<file path="config.mk">
export PLATFORM = sky130hd
export DESIGN_NAME = interrupt_edge_request_enable
export DESIGN_NICKNAME = d
export VERILOG_FILES = /design/src/intr_front_pkg.sv /design/src/pin_edge_detect.sv /design/src/sticky_flags.sv /design/src/interrupt_edge_request_enable.sv
export VERILOG_INCLUDE_DIRS = /design/src
export SDC_FILE = /design/constraint.sdc
export NUM_CORES = 1
export LEC_CHECK = 0
export ABC_CLOCK_PERIOD_IN_PS = 2200
export BUFFER_PORTS_ARGS = -buffer_cell sky130_fd_sc_hd__buf_2
export CORE_MARGIN = 3
export CORE_UTILIZATION = 40
export CTS_CLUSTER_SIZE = 25
export DETAILED_ROUTE_END_ITERATION = 7
export PLACE_DENSITY = 0.75
export SLEW_MARGIN = 10
export SYNTH_ARGS = -nofsm -noshare
export SYNTH_HDL_FRONTEND = slang
export SYNTH_SLANG_ARGS = --single-unit
export TNS_END_PERCENT = 1
</file>
<file path="constraint.sdc">
create_clock -name clock -period 2.2 [get_ports clock]
set_input_delay 0.44 -clock clock [delete_from_list [all_inputs] [get_ports clock]]
set_output_delay 0.44 -clock clock [all_outputs]
set_load 0.03 [all_outputs]
</file>
<file path="src/intr_front_defs.svh">
`ifndef INTR_FRONT_DEFS_SVH
`define INTR_FRONT_DEFS_SVH

// ----------------------------------------
// register indices (byte address = 4 * index)
// ----------------------------------------
`define IDX_EDGE_SELECT    8'h3a
`define IDX_PENDING_SECOND 8'h3d
`define IDX_ENABLE_FIRST   8'h3e
`define IDX_EVENT_STATUS   8'h40
`define IDX_EVENT_MASK     8'h41

// ----------------------------------------
// reset values
// ----------------------------------------
`define RST_EDGE_SELECT    8'h00
`define RST_PENDING_SECOND 7'h00
`define RST_ENABLE_FIRST   8'h00
`define RST_EVENT_STATUS   8'h00
`define RST_EVENT_MASK     8'h00

// ----------------------------------------
// edge select fields
// ----------------------------------------
`define EDGE_PIN_LSB       0
`define EDGE_PIN_MSB       3
`define EDGE_RESERVED_BIT  4

// ----------------------------------------
// enable / event status layout
// ----------------------------------------
`define SRC_EXT_ZERO       0
`define SRC_SCL_SDA        1
`define SRC_EXT_ONE        2
`define SRC_EXT_TWO        3
`define SRC_EXT_THREE      4
`define SRC_I2C            5
`define SRC_TIMER_X        6
`define SRC_TIMER_Y        7

// ----------------------------------------
// second request layout
// ----------------------------------------
`define REQ_TIMER_ONE      0
`define REQ_TIMER_TWO      1
`define REQ_SERIAL_RX      2
`define REQ_SERIAL_TX      3
`define REQ_COUNTER_ZERO   4
`define REQ_COUNTER_ONE    5
`define REQ_ADC_DONE       6

`endif

</file>
<file path="src/intr_front_pkg.sv">
package intr_front_pkg;

    typedef logic [7:0] reg_byte_t;

    typedef enum logic [1:0] {
        ApbIdle = 2'b00,
        ApbDone = 2'b01
    } apb_state_t;

endpackage : intr_front_pkg

</file>
<file path="src/pin_edge_detect.sv">
`timescale 1ns/1ps

module pin_edge_detect #(
    parameter int WIDTH = 4
) (
    input  wire logic             clock,
    input  wire logic             reset,
    input  wire logic [WIDTH-1:0] pinIn,
    input  wire logic [WIDTH-1:0] risingSel,
    output logic      [WIDTH-1:0] edgePulse
);

    logic [WIDTH-1:0] sync1_q;
    logic [WIDTH-1:0] sync2_q;
    logic [WIDTH-1:0] prev_q;
    logic [WIDTH-1:0] edgePulse_q;

    // ----------------------------------------
    // two stage synchroniser
    // ----------------------------------------
    always_ff @(posedge clock) begin
        if (reset) begin
            sync1_q <= '0;
            sync2_q <= '0;
            prev_q  <= '0;
        end else begin
            sync1_q <= pinIn;
            sync2_q <= sync1_q;
            prev_q  <= sync2_q;
        end
    end

    // ----------------------------------------
    // polarity selected edge
    // ----------------------------------------
    always_ff @(posedge clock) begin
        if (reset) begin
            edgePulse_q <= '0;
        end else begin
            edgePulse_q <= (risingSel & sync2_q & ~prev_q)
                         | (~risingSel & ~sync2_q & prev_q); // see RULE1
        end
    end

    assign edgePulse = edgePulse_q;

endmodule : pin_edge_detect

</file>
<file path="src/sticky_flags.sv">
`timescale 1ns/1ps

module sticky_flags #(
    parameter int WIDTH        = 8,
    parameter bit CLEAR_ON_ONE = 1'b1
) (
    input  wire logic             clock,
    input  wire logic             reset,
    input  wire logic [WIDTH-1:0] setPulse,
    input  wire logic             clearWrite,
    input  wire logic [WIDTH-1:0] writeData,
    output logic      [WIDTH-1:0] flags
);

    logic [WIDTH-1:0] flags_q;
    logic [WIDTH-1:0] clearMask;

    // ----------------------------------------
    // clear selection
    // ----------------------------------------
    always_comb begin
        if (!clearWrite) begin
            clearMask = '0;
        end else if (CLEAR_ON_ONE) begin
            clearMask = writeData;
        end else begin
            clearMask = ~writeData; // see RULE12
        end
    end

    // ----------------------------------------
    // set wins over clear
    // ----------------------------------------
    always_ff @(posedge clock) begin
        if (reset) begin
            flags_q <= '0; // see RULE6
        end else begin
            flags_q <= (flags_q & ~clearMask) | setPulse; // see RULE12
        end
    end

    assign flags = flags_q;

endmodule : sticky_flags

</file>
<file path="src/interrupt_edge_request_enable.sv">
`timescale 1ns/1ps
`include "intr_front_defs.svh"

// Behaviour
// RULE1: edge bits 0-3: 0 falling, 1 rising
// RULE2: software never writes one to bit 4
// RULE3: edge bits 5-7 ignore writes, read zero
// RULE4: request bits 0-3: timers, serial rx/tx
// RULE5: request bits 4-6: counter pins, converter
// RULE6: request bit one when pending; reset clears
// RULE7: request bit 7 unwritable, reads zero
// RULE8: enable bits 0-4: pins and line source
// RULE9: enable bits 5-7: i2c, timer X, Y
// RULE10: enable one allows source; reset disables
// RULE11: timer X enable fully read/write
// RULE12: hardware sets requests; write zero clears
// RULE13: interrupt only when request and enable

module interrupt_edge_request_enable #(
    parameter int ADDR_WIDTH = 12
) (
    input  wire logic                  clock,
    input  wire logic                  reset,
    input  wire logic [ADDR_WIDTH-1:0] paddr,
    input  wire logic                  psel,
    input  wire logic                  penable,
    input  wire logic                  pwrite,
    input  wire logic [31:0]           pwdata,
    input  wire logic [3:0]            pstrb,
    output logic      [31:0]           prdata,
    output logic                       pready,
    output logic                       pslverr,
    input  wire logic                  extIrqPinZero,
    input  wire logic                  extIrqPinOne,
    input  wire logic                  extIrqPinTwo,
    input  wire logic                  extIrqPinThree,
    input  wire logic                  sclSdaEvent,
    input  wire logic                  i2cEvent,
    input  wire logic                  timerXEvent,
    input  wire logic                  timerYEvent,
    input  wire logic                  timerOneEvent,
    input  wire logic                  timerTwoEvent,
    input  wire logic                  serialRxEvent,
    input  wire logic                  serialTxEvent,
    input  wire logic                  counterPinZeroEvent,
    input  wire logic                  counterPinOneEvent,
    input  wire logic                  adcDoneEvent,
    output logic      [7:0]            enabledRequest,
    output logic      [6:0]            pendingSecond,
    output logic                       irqOut
);

    // ----------------------------------------
    // declarations
    // ----------------------------------------
    intr_front_pkg::apb_state_t apbState_q;
    intr_front_pkg::apb_state_t apbState_d;

    intr_front_pkg::reg_byte_t  edgeSelect_q;
    intr_front_pkg::reg_byte_t  enableFirst_q;
    intr_front_pkg::reg_byte_t  eventMask_q;
    intr_front_pkg::reg_byte_t  eventStatus;
    intr_front_pkg::reg_byte_t  readByte;
    intr_front_pkg::reg_byte_t  sourceEvent;

    logic [6:0]  pendingFlags;
    logic [6:0]  secondEvent;
    logic [3:0]  extPins;
    logic [3:0]  extEdge;
    logic [31:0] prdata_q;
    logic        pready_q;
    logic        pslverr_q;
    logic        irqOut_q;
    logic [7:0]  enabledRequest_q;
    logic [6:0]  pendingSecond_q;
    logic        accessPhase;
    logic        firstAccess;
    logic        writeCommit;
    logic        addrHit;
    logic        wrEdge;
    logic        wrPending;
    logic        wrEnable;
    logic        wrStatus;
    logic        wrMask;

    // ----------------------------------------
    // address decode
    // ----------------------------------------
    function automatic logic isReg(
        input logic [ADDR_WIDTH-1:0] addr,
        input logic [7:0]            idx
    );
        logic [ADDR_WIDTH-1:0] byteAddr;
        byteAddr = ADDR_WIDTH'({idx, 2'b00});
        return addr == byteAddr;
    endfunction : isReg

    function automatic logic isMapped(
        input logic [ADDR_WIDTH-1:0] addr
    );
        return isReg(addr, `IDX_EDGE_SELECT)
            || isReg(addr, `IDX_PENDING_SECOND)
            || isReg(addr, `IDX_ENABLE_FIRST)
            || isReg(addr, `IDX_EVENT_STATUS)
            || isReg(addr, `IDX_EVENT_MASK);
    endfunction : isMapped

    // ----------------------------------------
    // source gating
    // ----------------------------------------
    function automatic intr_front_pkg::reg_byte_t gateEnabled(
        input intr_front_pkg::reg_byte_t status,
        input intr_front_pkg::reg_byte_t enable
    );
        return status & enable;
    endfunction : gateEnabled

    // ----------------------------------------
    // apb handshake
    // ----------------------------------------
    assign accessPhase = psel && penable;
    assign writeCommit = accessPhase && pready_q && pwrite && pstrb[0];
    assign addrHit     = isMapped(paddr);
    assign firstAccess = apbState_q == intr_front_pkg::ApbIdle
                         && accessPhase;

    always_comb begin
        apbState_d = apbState_q;
        unique case (apbState_q)
            intr_front_pkg::ApbIdle: begin
                if (accessPhase) begin
                    apbState_d = intr_front_pkg::ApbDone;
                end
            end
            intr_front_pkg::ApbDone: begin
                apbState_d = intr_front_pkg::ApbIdle;
            end
            default: begin
                apbState_d = intr_front_pkg::ApbIdle;
            end
        endcase
    end

    always_ff @(posedge clock) begin
        if (reset) begin
            apbState_q <= intr_front_pkg::ApbIdle;
        end else begin
            apbState_q <= apbState_d;
        end
    end

    always_ff @(posedge clock) begin
        if (reset) begin
            pready_q  <= 1'b0;
            pslverr_q <= 1'b0;
        end else if (firstAccess) begin
            pready_q  <= 1'b1;
            pslverr_q <= !addrHit;
        end else begin
            pready_q  <= 1'b0;
            pslverr_q <= 1'b0;
        end
    end

    // ----------------------------------------
    // write strobes
    // ----------------------------------------
    assign wrEdge    = writeCommit && isReg(paddr, `IDX_EDGE_SELECT);
    assign wrPending = writeCommit && isReg(paddr, `IDX_PENDING_SECOND);
    assign wrEnable  = writeCommit && isReg(paddr, `IDX_ENABLE_FIRST);
    assign wrStatus  = writeCommit && isReg(paddr, `IDX_EVENT_STATUS);
    assign wrMask    = writeCommit && isReg(paddr, `IDX_EVENT_MASK);

    // ----------------------------------------
    // edge select register
    // ----------------------------------------
    always_ff @(posedge clock) begin
        if (reset) begin
            edgeSelect_q <= `RST_EDGE_SELECT;
        end else if (wrEdge) begin
            edgeSelect_q[`EDGE_PIN_MSB:`EDGE_PIN_LSB] <=
                pwdata[`EDGE_PIN_MSB:`EDGE_PIN_LSB]; // see RULE1
            edgeSelect_q[`EDGE_RESERVED_BIT] <=
                pwdata[`EDGE_RESERVED_BIT]; // see RULE2
            edgeSelect_q[7:`EDGE_RESERVED_BIT+1] <= 3'h0; // see RULE3
        end
    end

    // ----------------------------------------
    // enable and mask registers
    // ----------------------------------------
    always_ff @(posedge clock) begin
        if (reset) begin
            enableFirst_q <= `RST_ENABLE_FIRST; // see RULE10
        end else if (wrEnable) begin
            enableFirst_q <= pwdata[7:0]; // see RULE8 see RULE9 see RULE11
        end
    end

    always_ff @(posedge clock) begin
        if (reset) begin
            eventMask_q <= `RST_EVENT_MASK;
        end else if (wrMask) begin
            eventMask_q <= pwdata[7:0];
        end
    end

    // ----------------------------------------
    // external pin edges
    // ----------------------------------------
    assign extPins = {extIrqPinThree, extIrqPinTwo,
                      extIrqPinOne, extIrqPinZero};

    pin_edge_detect #(
        .WIDTH (4)
    ) u_pin_edge_detect (
        .clock     (clock),
        .reset     (reset),
        .pinIn     (extPins),
        .risingSel (edgeSelect_q[`EDGE_PIN_MSB:`EDGE_PIN_LSB]),
        .edgePulse (extEdge)
    );

    // ----------------------------------------
    // event status flags
    // ----------------------------------------
    always_comb begin
        sourceEvent                 = '0;
        sourceEvent[`SRC_EXT_ZERO]  = extEdge[0];
        sourceEvent[`SRC_SCL_SDA]   = sclSdaEvent;
        sourceEvent[`SRC_EXT_ONE]   = extEdge[1];
        sourceEvent[`SRC_EXT_TWO]   = extEdge[2];
        sourceEvent[`SRC_EXT_THREE] = extEdge[3];
        sourceEvent[`SRC_I2C]       = i2cEvent;
        sourceEvent[`SRC_TIMER_X]   = timerXEvent;
        sourceEvent[`SRC_TIMER_Y]   = timerYEvent;
    end

    sticky_flags #(
        .WIDTH        (8),
        .CLEAR_ON_ONE (1'b1)
    ) u_event_status (
        .clock      (clock),
        .reset      (reset),
        .setPulse   (sourceEvent),
        .clearWrite (wrStatus),
        .writeData  (pwdata[7:0]),
        .flags      (eventStatus)
    );

    // ----------------------------------------
    // second request register
    // ----------------------------------------
    always_comb begin
        secondEvent                    = '0;
        secondEvent[`REQ_TIMER_ONE]    = timerOneEvent; // see RULE4
        secondEvent[`REQ_TIMER_TWO]    = timerTwoEvent;
        secondEvent[`REQ_SERIAL_RX]    = serialRxEvent;
        secondEvent[`REQ_SERIAL_TX]    = serialTxEvent;
        secondEvent[`REQ_COUNTER_ZERO] = counterPinZeroEvent; // see RULE5
        secondEvent[`REQ_COUNTER_ONE]  = counterPinOneEvent;
        secondEvent[`REQ_ADC_DONE]     = adcDoneEvent;
    end

    sticky_flags #(
        .WIDTH        (7),
        .CLEAR_ON_ONE (1'b0)
    ) u_pending_second (
        .clock      (clock),
        .reset      (reset),
        .setPulse   (secondEvent),
        .clearWrite (wrPending),
        .writeData  (pwdata[6:0]),
        .flags      (pendingFlags)
    ); // see RULE6 see RULE12

    // ----------------------------------------
    // read data
    // ----------------------------------------
    always_comb begin
        readByte = '0;
        if (isReg(paddr, `IDX_EDGE_SELECT)) begin
            readByte = {3'h0, edgeSelect_q[4:0]}; // see RULE3
        end else if (isReg(paddr, `IDX_PENDING_SECOND)) begin
            readByte = {1'b0, pendingFlags}; // see RULE7
        end else if (isReg(paddr, `IDX_ENABLE_FIRST)) begin
            readByte = enableFirst_q; // see RULE11
        end else if (isReg(paddr, `IDX_EVENT_STATUS)) begin
            readByte = eventStatus;
        end else if (isReg(paddr, `IDX_EVENT_MASK)) begin
            readByte = eventMask_q;
        end
    end

    always_ff @(posedge clock) begin
        if (reset) begin
            prdata_q <= 32'h0000_0000;
        end else if (firstAccess && !pwrite) begin
            prdata_q <= {24'h00_0000, readByte};
        end
    end

    // ----------------------------------------
    // interrupt outputs
    // ----------------------------------------
    always_ff @(posedge clock) begin
        if (reset) begin
            enabledRequest_q <= 8'h00;
        end else begin
            enabledRequest_q <= gateEnabled(eventStatus,
                                            enableFirst_q); // see RULE13
        end
    end

    always_ff @(posedge clock) begin
        if (reset) begin
            irqOut_q <= 1'b0;
        end else begin
            irqOut_q <= |(gateEnabled(eventStatus, enableFirst_q)
                          & eventMask_q); // see RULE10 see RULE13
        end
    end

    always_ff @(posedge clock) begin
        if (reset) begin
            pendingSecond_q <= 7'h00;
        end else begin
            pendingSecond_q <= pendingFlags;
        end
    end

    // ----------------------------------------
    // output drive
    // ----------------------------------------
    assign prdata         = prdata_q;
    assign pready         = pready_q;
    assign pslverr        = pslverr_q;
    assign enabledRequest = enabledRequest_q;
    assign pendingSecond  = pendingSecond_q;
    assign irqOut         = irqOut_q;

endmodule : interrupt_edge_request_enable

</file>
## Yosys cells after proc, flatten, opt, wreduce, memory -nomap -nowiden

Index checks and enable logic that the tools add are counted.

- Register bits after elaboration: 79
- Input port bits: 68
- Output and inout bits: 50
- Word-level logic and storage cells: 69

- Reductions and logical operators: 21
- Multiplexer cells: 8
- Bitwise logic cells: 19
- Equal/unequal tests: 5

Operator list:

| kind | number |
|---|---|
| 8-bit two-way mux | 6 |
| 12-bit by 8-bit equality test with 1-bit output, second input constant | 3 |
| 8-bit bitwise AND | 3 |
| 12-bit by 9-bit equality test with 1-bit output, second input constant | 2 |
| 4-bit bitwise AND | 4 |
| 7-bit NOT | 2 |
| 4-bit NOT | 3 |
| 1-bit logical AND | 11 |
| 8-bit NOT | 1 |
| 8-bit bitwise OR | 1 |
| 8-bit OR reduction | 1 |
| 7-bit bitwise AND | 1 |
| 7-bit two-way mux | 1 |
| 7-bit bitwise OR | 1 |
| 1-bit logical OR | 4 |
| 4-bit bitwise OR | 1 |
| 2-bit OR reduction | 2 |
| 1-bit logical NOT | 2 |
| 2-bit logical NOT | 1 |
| 1-bit NOT | 2 |
| 1-bit two-way mux | 1 |

## Longest topological paths before layout

Gate-level depths: netlist of the first run.

- Word-level depth: 9
- Gate-level depth with buffers: 6
- Depth with buffers taken out: 4

## Hierarchy

From an unflattened synthesis of the first run, not the netlist that was laid out.

- Cells, all modules: 364
- Area total of the unflattened synthesis: 3502.1 um2

Modules (own cells, without submodules):

| module | cells each | area an instance (um2) | instances | sequential area each (um2) |
|---|---|---|---|---|
| interrupt_edge_request_enable | 261 | 2349.8 | 1 | 960.9 |
| pin_edge_detect | 41 | 489.2 | 1 | 320.3 |
| sticky_flags at u_event_status | 34 | 359.1 | 1 | 160.2 |
| sticky_flags at u_pending_second | 28 | 304.0 | 1 | 140.1 |

## Worst setup path after synthesis of the first run

OpenSTA, ideal clock, no wires.

- Path type: input-to-reg
- From: in paddr[1]
- To: reg prdata_q[7] (netlist: prdata[7])
- Setup slack: 485 ps
- Stages on the path: 4
- Library setup time: 88 ps
- Data arrival time: 1627 ps
- Path buffers: 0
- Data required time: 2112 ps
- Path through: or4b_4 > nor4_4 > a211oi_1 > nor4_2

- Cells in the longest elaborated chain, start to end: 6
- Elaborated cells between the ends (all ways): 10
- Classes of those cells: 5 x eq/ne; 5 x mux

Ends and longest elaborated chain:

| element | line | source |
|---|---|---|
| start: declaration | interrupt_edge_request_enable.sv:24 | `input wire logic [ADDR_WIDTH-1:0] paddr,` |
| 12-bit by 9-bit equality test with 1-bit output | interrupt_edge_request_enable.sv:95 | `return addr == byteAddr;` |
| 8-bit two-way mux | interrupt_edge_request_enable.sv:290 | `` end else if (isReg(paddr, `IDX_EVENT_MASK)) begin `` |
| 8-bit two-way mux | interrupt_edge_request_enable.sv:288 | `` end else if (isReg(paddr, `IDX_EVENT_STATUS)) begin `` |
| 8-bit two-way mux | interrupt_edge_request_enable.sv:286 | `` end else if (isReg(paddr, `IDX_ENABLE_FIRST)) begin `` |
| 8-bit two-way mux | interrupt_edge_request_enable.sv:284 | `` end else if (isReg(paddr, `IDX_PENDING_SECOND)) begin `` |
| 8-bit two-way mux * | interrupt_edge_request_enable.sv:282 | `` if (isReg(paddr, `IDX_EDGE_SELECT)) begin `` |
| end signal: assignment | interrupt_edge_request_enable.sv:299 | `prdata_q <= {24'h00_0000, readByte};` |
| end: declaration | interrupt_edge_request_enable.sv:70 | `logic [31:0] prdata_q;` |

Every way passes the cells marked *; elsewhere a longest branch is shown, timed or not.
A chain may end at the register's enable or synchronous reset.

## Worst setup path after layout of the first run

- From: in paddr[1]
- To: reg enableFirst_q[6]

- Cells in the longest elaborated chain, start to end: 2

Ends and longest elaborated chain:

| element | line | source |
|---|---|---|
| 12-bit by 8-bit equality test with 1-bit output | interrupt_edge_request_enable.sv:95 |  |
| 1-bit logical AND | interrupt_edge_request_enable.sv:170 | `` assign wrEnable = writeCommit && isReg(paddr, `IDX_ENABLE_FIRST); `` |
| end signal: assignment | interrupt_edge_request_enable.sv:194 | `` enableFirst_q <= `RST_ENABLE_FIRST; `` |
| end signal: assignment | interrupt_edge_request_enable.sv:196 | `enableFirst_q <= pwdata[7:0];` |
| end: declaration | interrupt_edge_request_enable.sv:60 | `intr_front_pkg::reg_byte_t enableFirst_q;` |

No other way between the ends.

==> qor.txt, run 1 <==
Reg2Reg Depth: 5
cell count after synthesis: 389
Clk Latency, worst-skew pair: 350 ps
Leak: 1.68 nW
CTS tree: built
max-cap violations: 0
area grow syn2layout: 18.9%
Peak Freq: 0.605 GHz
die area: 9760 um2
Routed WL: 9140 um
Residual DRC: 0
largest incremental delay on the critical path: 570 ps
R2R setup slack: 590 ps
DIE HEIGHT: 98.8 um
hpwl dp: 6690 um
Hold Fails Final Rpt: 0
Area contributors post-synth: dfxtp_1, a21oi_1, buf_4, o21ai_0, nand3_1
post-CTS setup buffer count: 0
Power Dens Cells: 715 nW/um2
CTS sink cnt: 79
area leader, netlist: dfxtp_1
Final Critical Period: 1650 ps
Finish-stage setup viols: 0
Row Count: 33
Synth cell types: 50
largest net degree at the start of global routing: 38
Core Util, Final: 49.3%
RePlAce Congestion: 0.917
Slew @ Worst Pin: 582 ps
Pre-Repair DR Iteration Count: 4
worst path bufs/invs: 2
vias in the first global route: 2914
CP arrival: 1930 ps
Worst path slowest cell: or4b_4
Avg Inst Size Synth: 8.85 um2
Critical Path Stages: 6
CP Capture Point: enableFirst_q[6]$_SDFFE_PP0P_
CP Launch Point: paddr[1]
IO Port Bufs: 66
Post-synth EDFFs: 0
clk_skew: 12.1 ps
Synth Flop Type: dfxtp_1
# diodes: 0
cell family with most CP delay: simple AND/OR/NAND/NOR gates
grt ovf: 0
status: complete, no violations
width of the die: 98.8 um
first-pass GRT wire length: 14500 um
unrepaired setup endpoints after global routing: no
routed len/inst: 15.9 um
post-synthesis cell area: 3440 um2
initial antenna violation count: 0
TNS Setup: 0 ps
total chip power: 0.00293 W
clock transition at the registers of the reported paths: 80 ps
# hold bufs at CTS: 0
top cell type's share of synthesized area: 45.9%
Vias/cell: 5.36
Final WS setup: 546 ps
critical path class: in2reg
Slew Limit Fails: 0
Post-DRT Antenna Nets: 0
Core Box Area: 8300 um2
CTS resizes: 0
Rel. slew slack: 61.2%
clock buffer depth: 2
share of cells above drive strength 1: 23.7%
TritonCTS buffer count: 9
Global Route Usage Sum: 18.7%
period utilisation layout: 75.2%
#FFs+latches synth: 79
Reg-to-Reg End: u_pending_second.flags[5]$_SDFF_PP0_
Worst Hold Class: in2reg
final net count: 533
Critical Path, Cell by Cell: buf_2 -> or4b_4 -> nor4_4 -> buf_4 -> nand3_1 -> a21oi_1
reg2reg start: pready$_SDFF_PP0_
I/O pins: 118
CP Max Fanout: 9
WP data required: 2470 ps
DP Worst Slack: 188 ps
Vias: 3079
Starting Density: 41.5%
Root Driver: clkbuf_8
post-synthesis async set-or-reset flop share: 0%
Worst Setup Start Kind: input pin
CP endpoint kind: flop
sequential area share after synthesis: 45.9%
H-Tree Depth: 3
Worst VDD drop: 0.329 mV
Hold Crit Start: extIrqPinThree
number of synthesis warnings: 0
DR iter-0 viols: 194
==> metrics by stage <==
step | cell area, um2 | hold slack, ps | std cells
floorplan | 3530 | 414 | 412
global placement | 3880 | 416 | 559
detailed placement | 3880 | 420 | 559
CTS | 4090 | 287 | 574
global route | 4090 | 294 | 574
finish | 4090 | 296 | 574
==> area by class of cell <==
class,instances,area (um2)
repair buffers,85,473
multi-input cells,274,1640
clock inverters,3,67.6
well taps,105,131
fillers,798,4210
clock buffers,12,145
inverters,16,60.1
flip-flops and latches,79,1580
==> cells in the mapped netlist (all sizes together) (4+ instances only) <==
library cell  number
o31ai              7
o21ai             28
nor2              32
a311oi            10
nor3               5
nand2             19
clkbuf            15
nand3             25
nand4              6
a21oi             36
buf               28
a31oi              4
and3               7
nor2b             20
dfxtp             79
o22ai              6
mux2i              5
inv               16
==> state kept, by name, indices dropped and copies added (netlist names), 5 cells and up <==
name,flops
pendingSecond,7
eventMask_q,8
edgeSelect_q,5
enableFirst_q,8
u_pending_second.flags,7
prdata,8
u_event_status.flags,8
enabledRequest,8
==> metal layers <==
layer | track usage [%] | routed length, um | vias to the layer above
met1 | 23.5 | 3830 | 1439
met5 | 0 | 0 | -
li1 | - | - | 1506
met4 | 7.35 | 209 | 0
met3 | 5.02 | 627 | 20
met2 | 30.3 | 4470 | 114
==> cell usage in the layout, fill, tap and decap left out, types with 19 or more instances in the layout <==
cell type / n
conb_1: 24
a21oi_1: 36
nor2b_1: 20
nand3_1: 25
buf_4: 19
buf_2: 66
dfxtp_1: 79
o21ai_0: 28
nor2_1: 32
nand2_1: 19
==> how the worst min path moves through the flow <==
| stage | end | slack (ps) | depth (start not counted) |
|---|---|---|---|
| finish | u_pin_edge_detect.sync1_q[3]$_SDFF_PP0_ | 300 | 2 |
| global route | u_pin_edge_detect.sync1_q[3]$_SDFF_PP0_ | 290 | 2 |
| CTS | u_pin_edge_detect.sync1_q[2]$_SDFF_PP0_ | 290 | 2 |
| detailed placement | u_pin_edge_detect.sync2_q[1]$_SDFF_PP0_ | 420 | 1 |
| global placement | u_pin_edge_detect.sync2_q[2]$_SDFF_PP0_ | 420 | 1 |
| floorplan | u_pin_edge_detect.sync2_q[0]$_SDFF_PP0_ | 410 | 1 |
==> kinds of logic after synthesis <==
logic type	Yosys count	synth area share, %
AND/OR/NAND/NOR	136	23.3
other	1	0.109
flip-flops	79	45.9
multiplexers	8	2.43
buffers and inverters	59	9.12
AO/OA/AOI/OAI	106	19.1
==> report_power, final <==
part	leakage [nW]	internal [W]	total, W	switching (W)
clock network	0.103	0.000665	0.00116	0.000496
registers	0.644	0.00147	0.00149	0.0000219
logic	0.932	0.0000874	0.000277	0.000190
No activity file was read; power rests on OpenSTA's default activity.
==> run 2: changes to the inputs <==
ABC_CLOCK_PERIOD_IN_PS = 1600   (was 2200)
clock period = 1.6 ns   (was 2.2 ns; I/O delays follow)
==> run 2 against run 1 <==
Against the previous run:
- utilization grew 2.9 points
- power is 45% higher
- final cell count grew 4.4%
- global-route usage is 1.3 points higher
- via count is 4.7% higher
- clock skew barely moved
- die area unchanged
==> qor.txt, run 2 (synthesis results as in run 1) <==
Hold Fails Final Rpt: 0
area grow syn2layout: 25.8%
Leak: 1.82 nW
Worst VDD drop: 0.512 mV
initial antenna violation count: 0
first-pass GRT wire length: 15400 um
Core Util, Final: 52.2%
Starting Density: 41.5%
commonest cells after routing, fill and taps aside: dfxtp_1, buf_2, buf_4
placed cells: 583
Worst Setup Start Kind: input pin
grt peak-use layer: met2
Non-Filler Instances: 599
number of fill cells: 791
share of cells above drive strength 1: 27.7%
die area: 9760 um2
post-CTS setup buffer count: 0
FF/Latch Area: 1580 um2
Power Dens Cells: 981 nW/um2
width of the die: 98.8 um
CP endpoint kind: flop
TNS Setup: 0 ps
period utilisation layout: 93.6%
met2 Use GR: 33.6%
Root Driver: clkbuf_8
Worst Hold Class: in2reg
area of the multi-input gates: 1640 um2
TritonCTS buffer count: 9
# diodes: 0
H-Tree Depth: 3
clock transition at the registers of the reported paths: 70 ps
Core Box Area: 8300 um2
met3 Usage GRT: 4.88%
commonest non-fill, non-tap cell in the layout: dfxtp_1
Row Count: 33
CTS resizes: 0
Post-DRT Antenna Nets: 0
Routed WL: 9570 um
grt ovf: 0
# hold bufs at CTS: 0
final net count: 557
clock buffer depth: 2
critical path class: in2reg
Global Route Usage Sum: 19.9%
hpwl dp: 7130 um
DR iter-0 viols: 162
WP data required: 1870 ps
status: complete, no violations
Finish-stage setup viols: 0
Residual DRC: 0
Vias: 3223
IO Port Bufs: 66
unrepaired setup endpoints after global routing: no
DIE HEIGHT: 98.8 um
RePlAce Congestion: 0.889
Final Critical Period: 1500 ps
total chip power: 0.00425 W
I/O pins: 118
Pre-Repair DR Iteration Count: 4
Slew Limit Fails: 0
CP Max Fanout: 9
CTS sink cnt: 79
Peak Freq: 0.668 GHz
CTS tree: built
Vias/cell: 5.38
largest net degree at the start of global routing: 38
vias in the first global route: 3217
clk_skew: 12.1 ps
Clk Latency, worst-skew pair: 350 ps
max-cap violations: 0
routed len/inst: 16.0 um
met1 track demand over resource: 23.5%
CP arrival: 1770 ps
-- run 2: cell count changes in the layout (fill, tap and decap cells not counted), sizes merged --
cell / delta
buf: +24
bufinv: +1
clkbuf: -1
clkinvlp: +1
-- run 2: metal layers --
metal | vias up | wire length (um) | part of all wire [%]
li1 | 1552 | - | -
met1 | 1513 | 3790 | 40
met2 | 127 | 4650 | 49
met3 | 31 | 741 | 7.7
met4 | 0 | 388 | 4.1
met5 | - | 0 | 0
-- run 2: path summary, 6_finish.rpt --
path | from | endpoint | slack [ps] | cells after the start
worst min register to register | u_pin_edge_detect.sync1_q[1]$_SDFF_PP0_ | u_pin_edge_detect.sync2_q[1]$_SDFF_PP0_ | 440 | 1
worst max register to register | pready$_SDFF_PP0_ | enableFirst_q[0]$_SDFFE_PP0P_ | 190 | 5
worst min-delay path | extIrqPinThree | u_pin_edge_detect.sync1_q[3]$_SDFF_PP0_ | 180 | 2
worst max-delay path | paddr[1] | enableFirst_q[0]$_SDFFE_PP0P_ | 100 | 6
-- run 2: power breakdown --
part	total, W	switching [W]	leakage, nW	internal (W)
Combinational	0.000406	0.000270	1.06	0.000136
Clock	0.00180	0.000721	0.116	0.00108
Sequential	0.00205	0.0000308	0.644	0.00201
-- run 2: cell type report --
| type | count | share of cell area, % |
|---|---|---|
| Multi-Input combinational cell | 274 | 37.7 |
| Sequential cell | 79 | 36.5 |
| Timing Repair Buffer | 109 | 15.7 |
| Clock buffer | 11 | 3.26 |
| Tap cell | 105 | 3.03 |
| Clock inverter | 5 | 2.43 |
| Inverter | 16 | 1.39 |
-- run 2: critical path, stage by stage --
cell,delay [ps]
buf_2,140
or4b_4,570
nor4_4,270
buf_4,220
nand3_1,90
a21oi_1,140
-- run 2: metrics by stage --
stage	hold slack, ps	area, um2	setup WS, ps
after floorplan	405	3530	5.26
after global placement	416	4090	-210
after detailed placement	424	4090	-221
after CTS	173	4330	128
after global routing	179	4330	51.5
final	184	4330	102
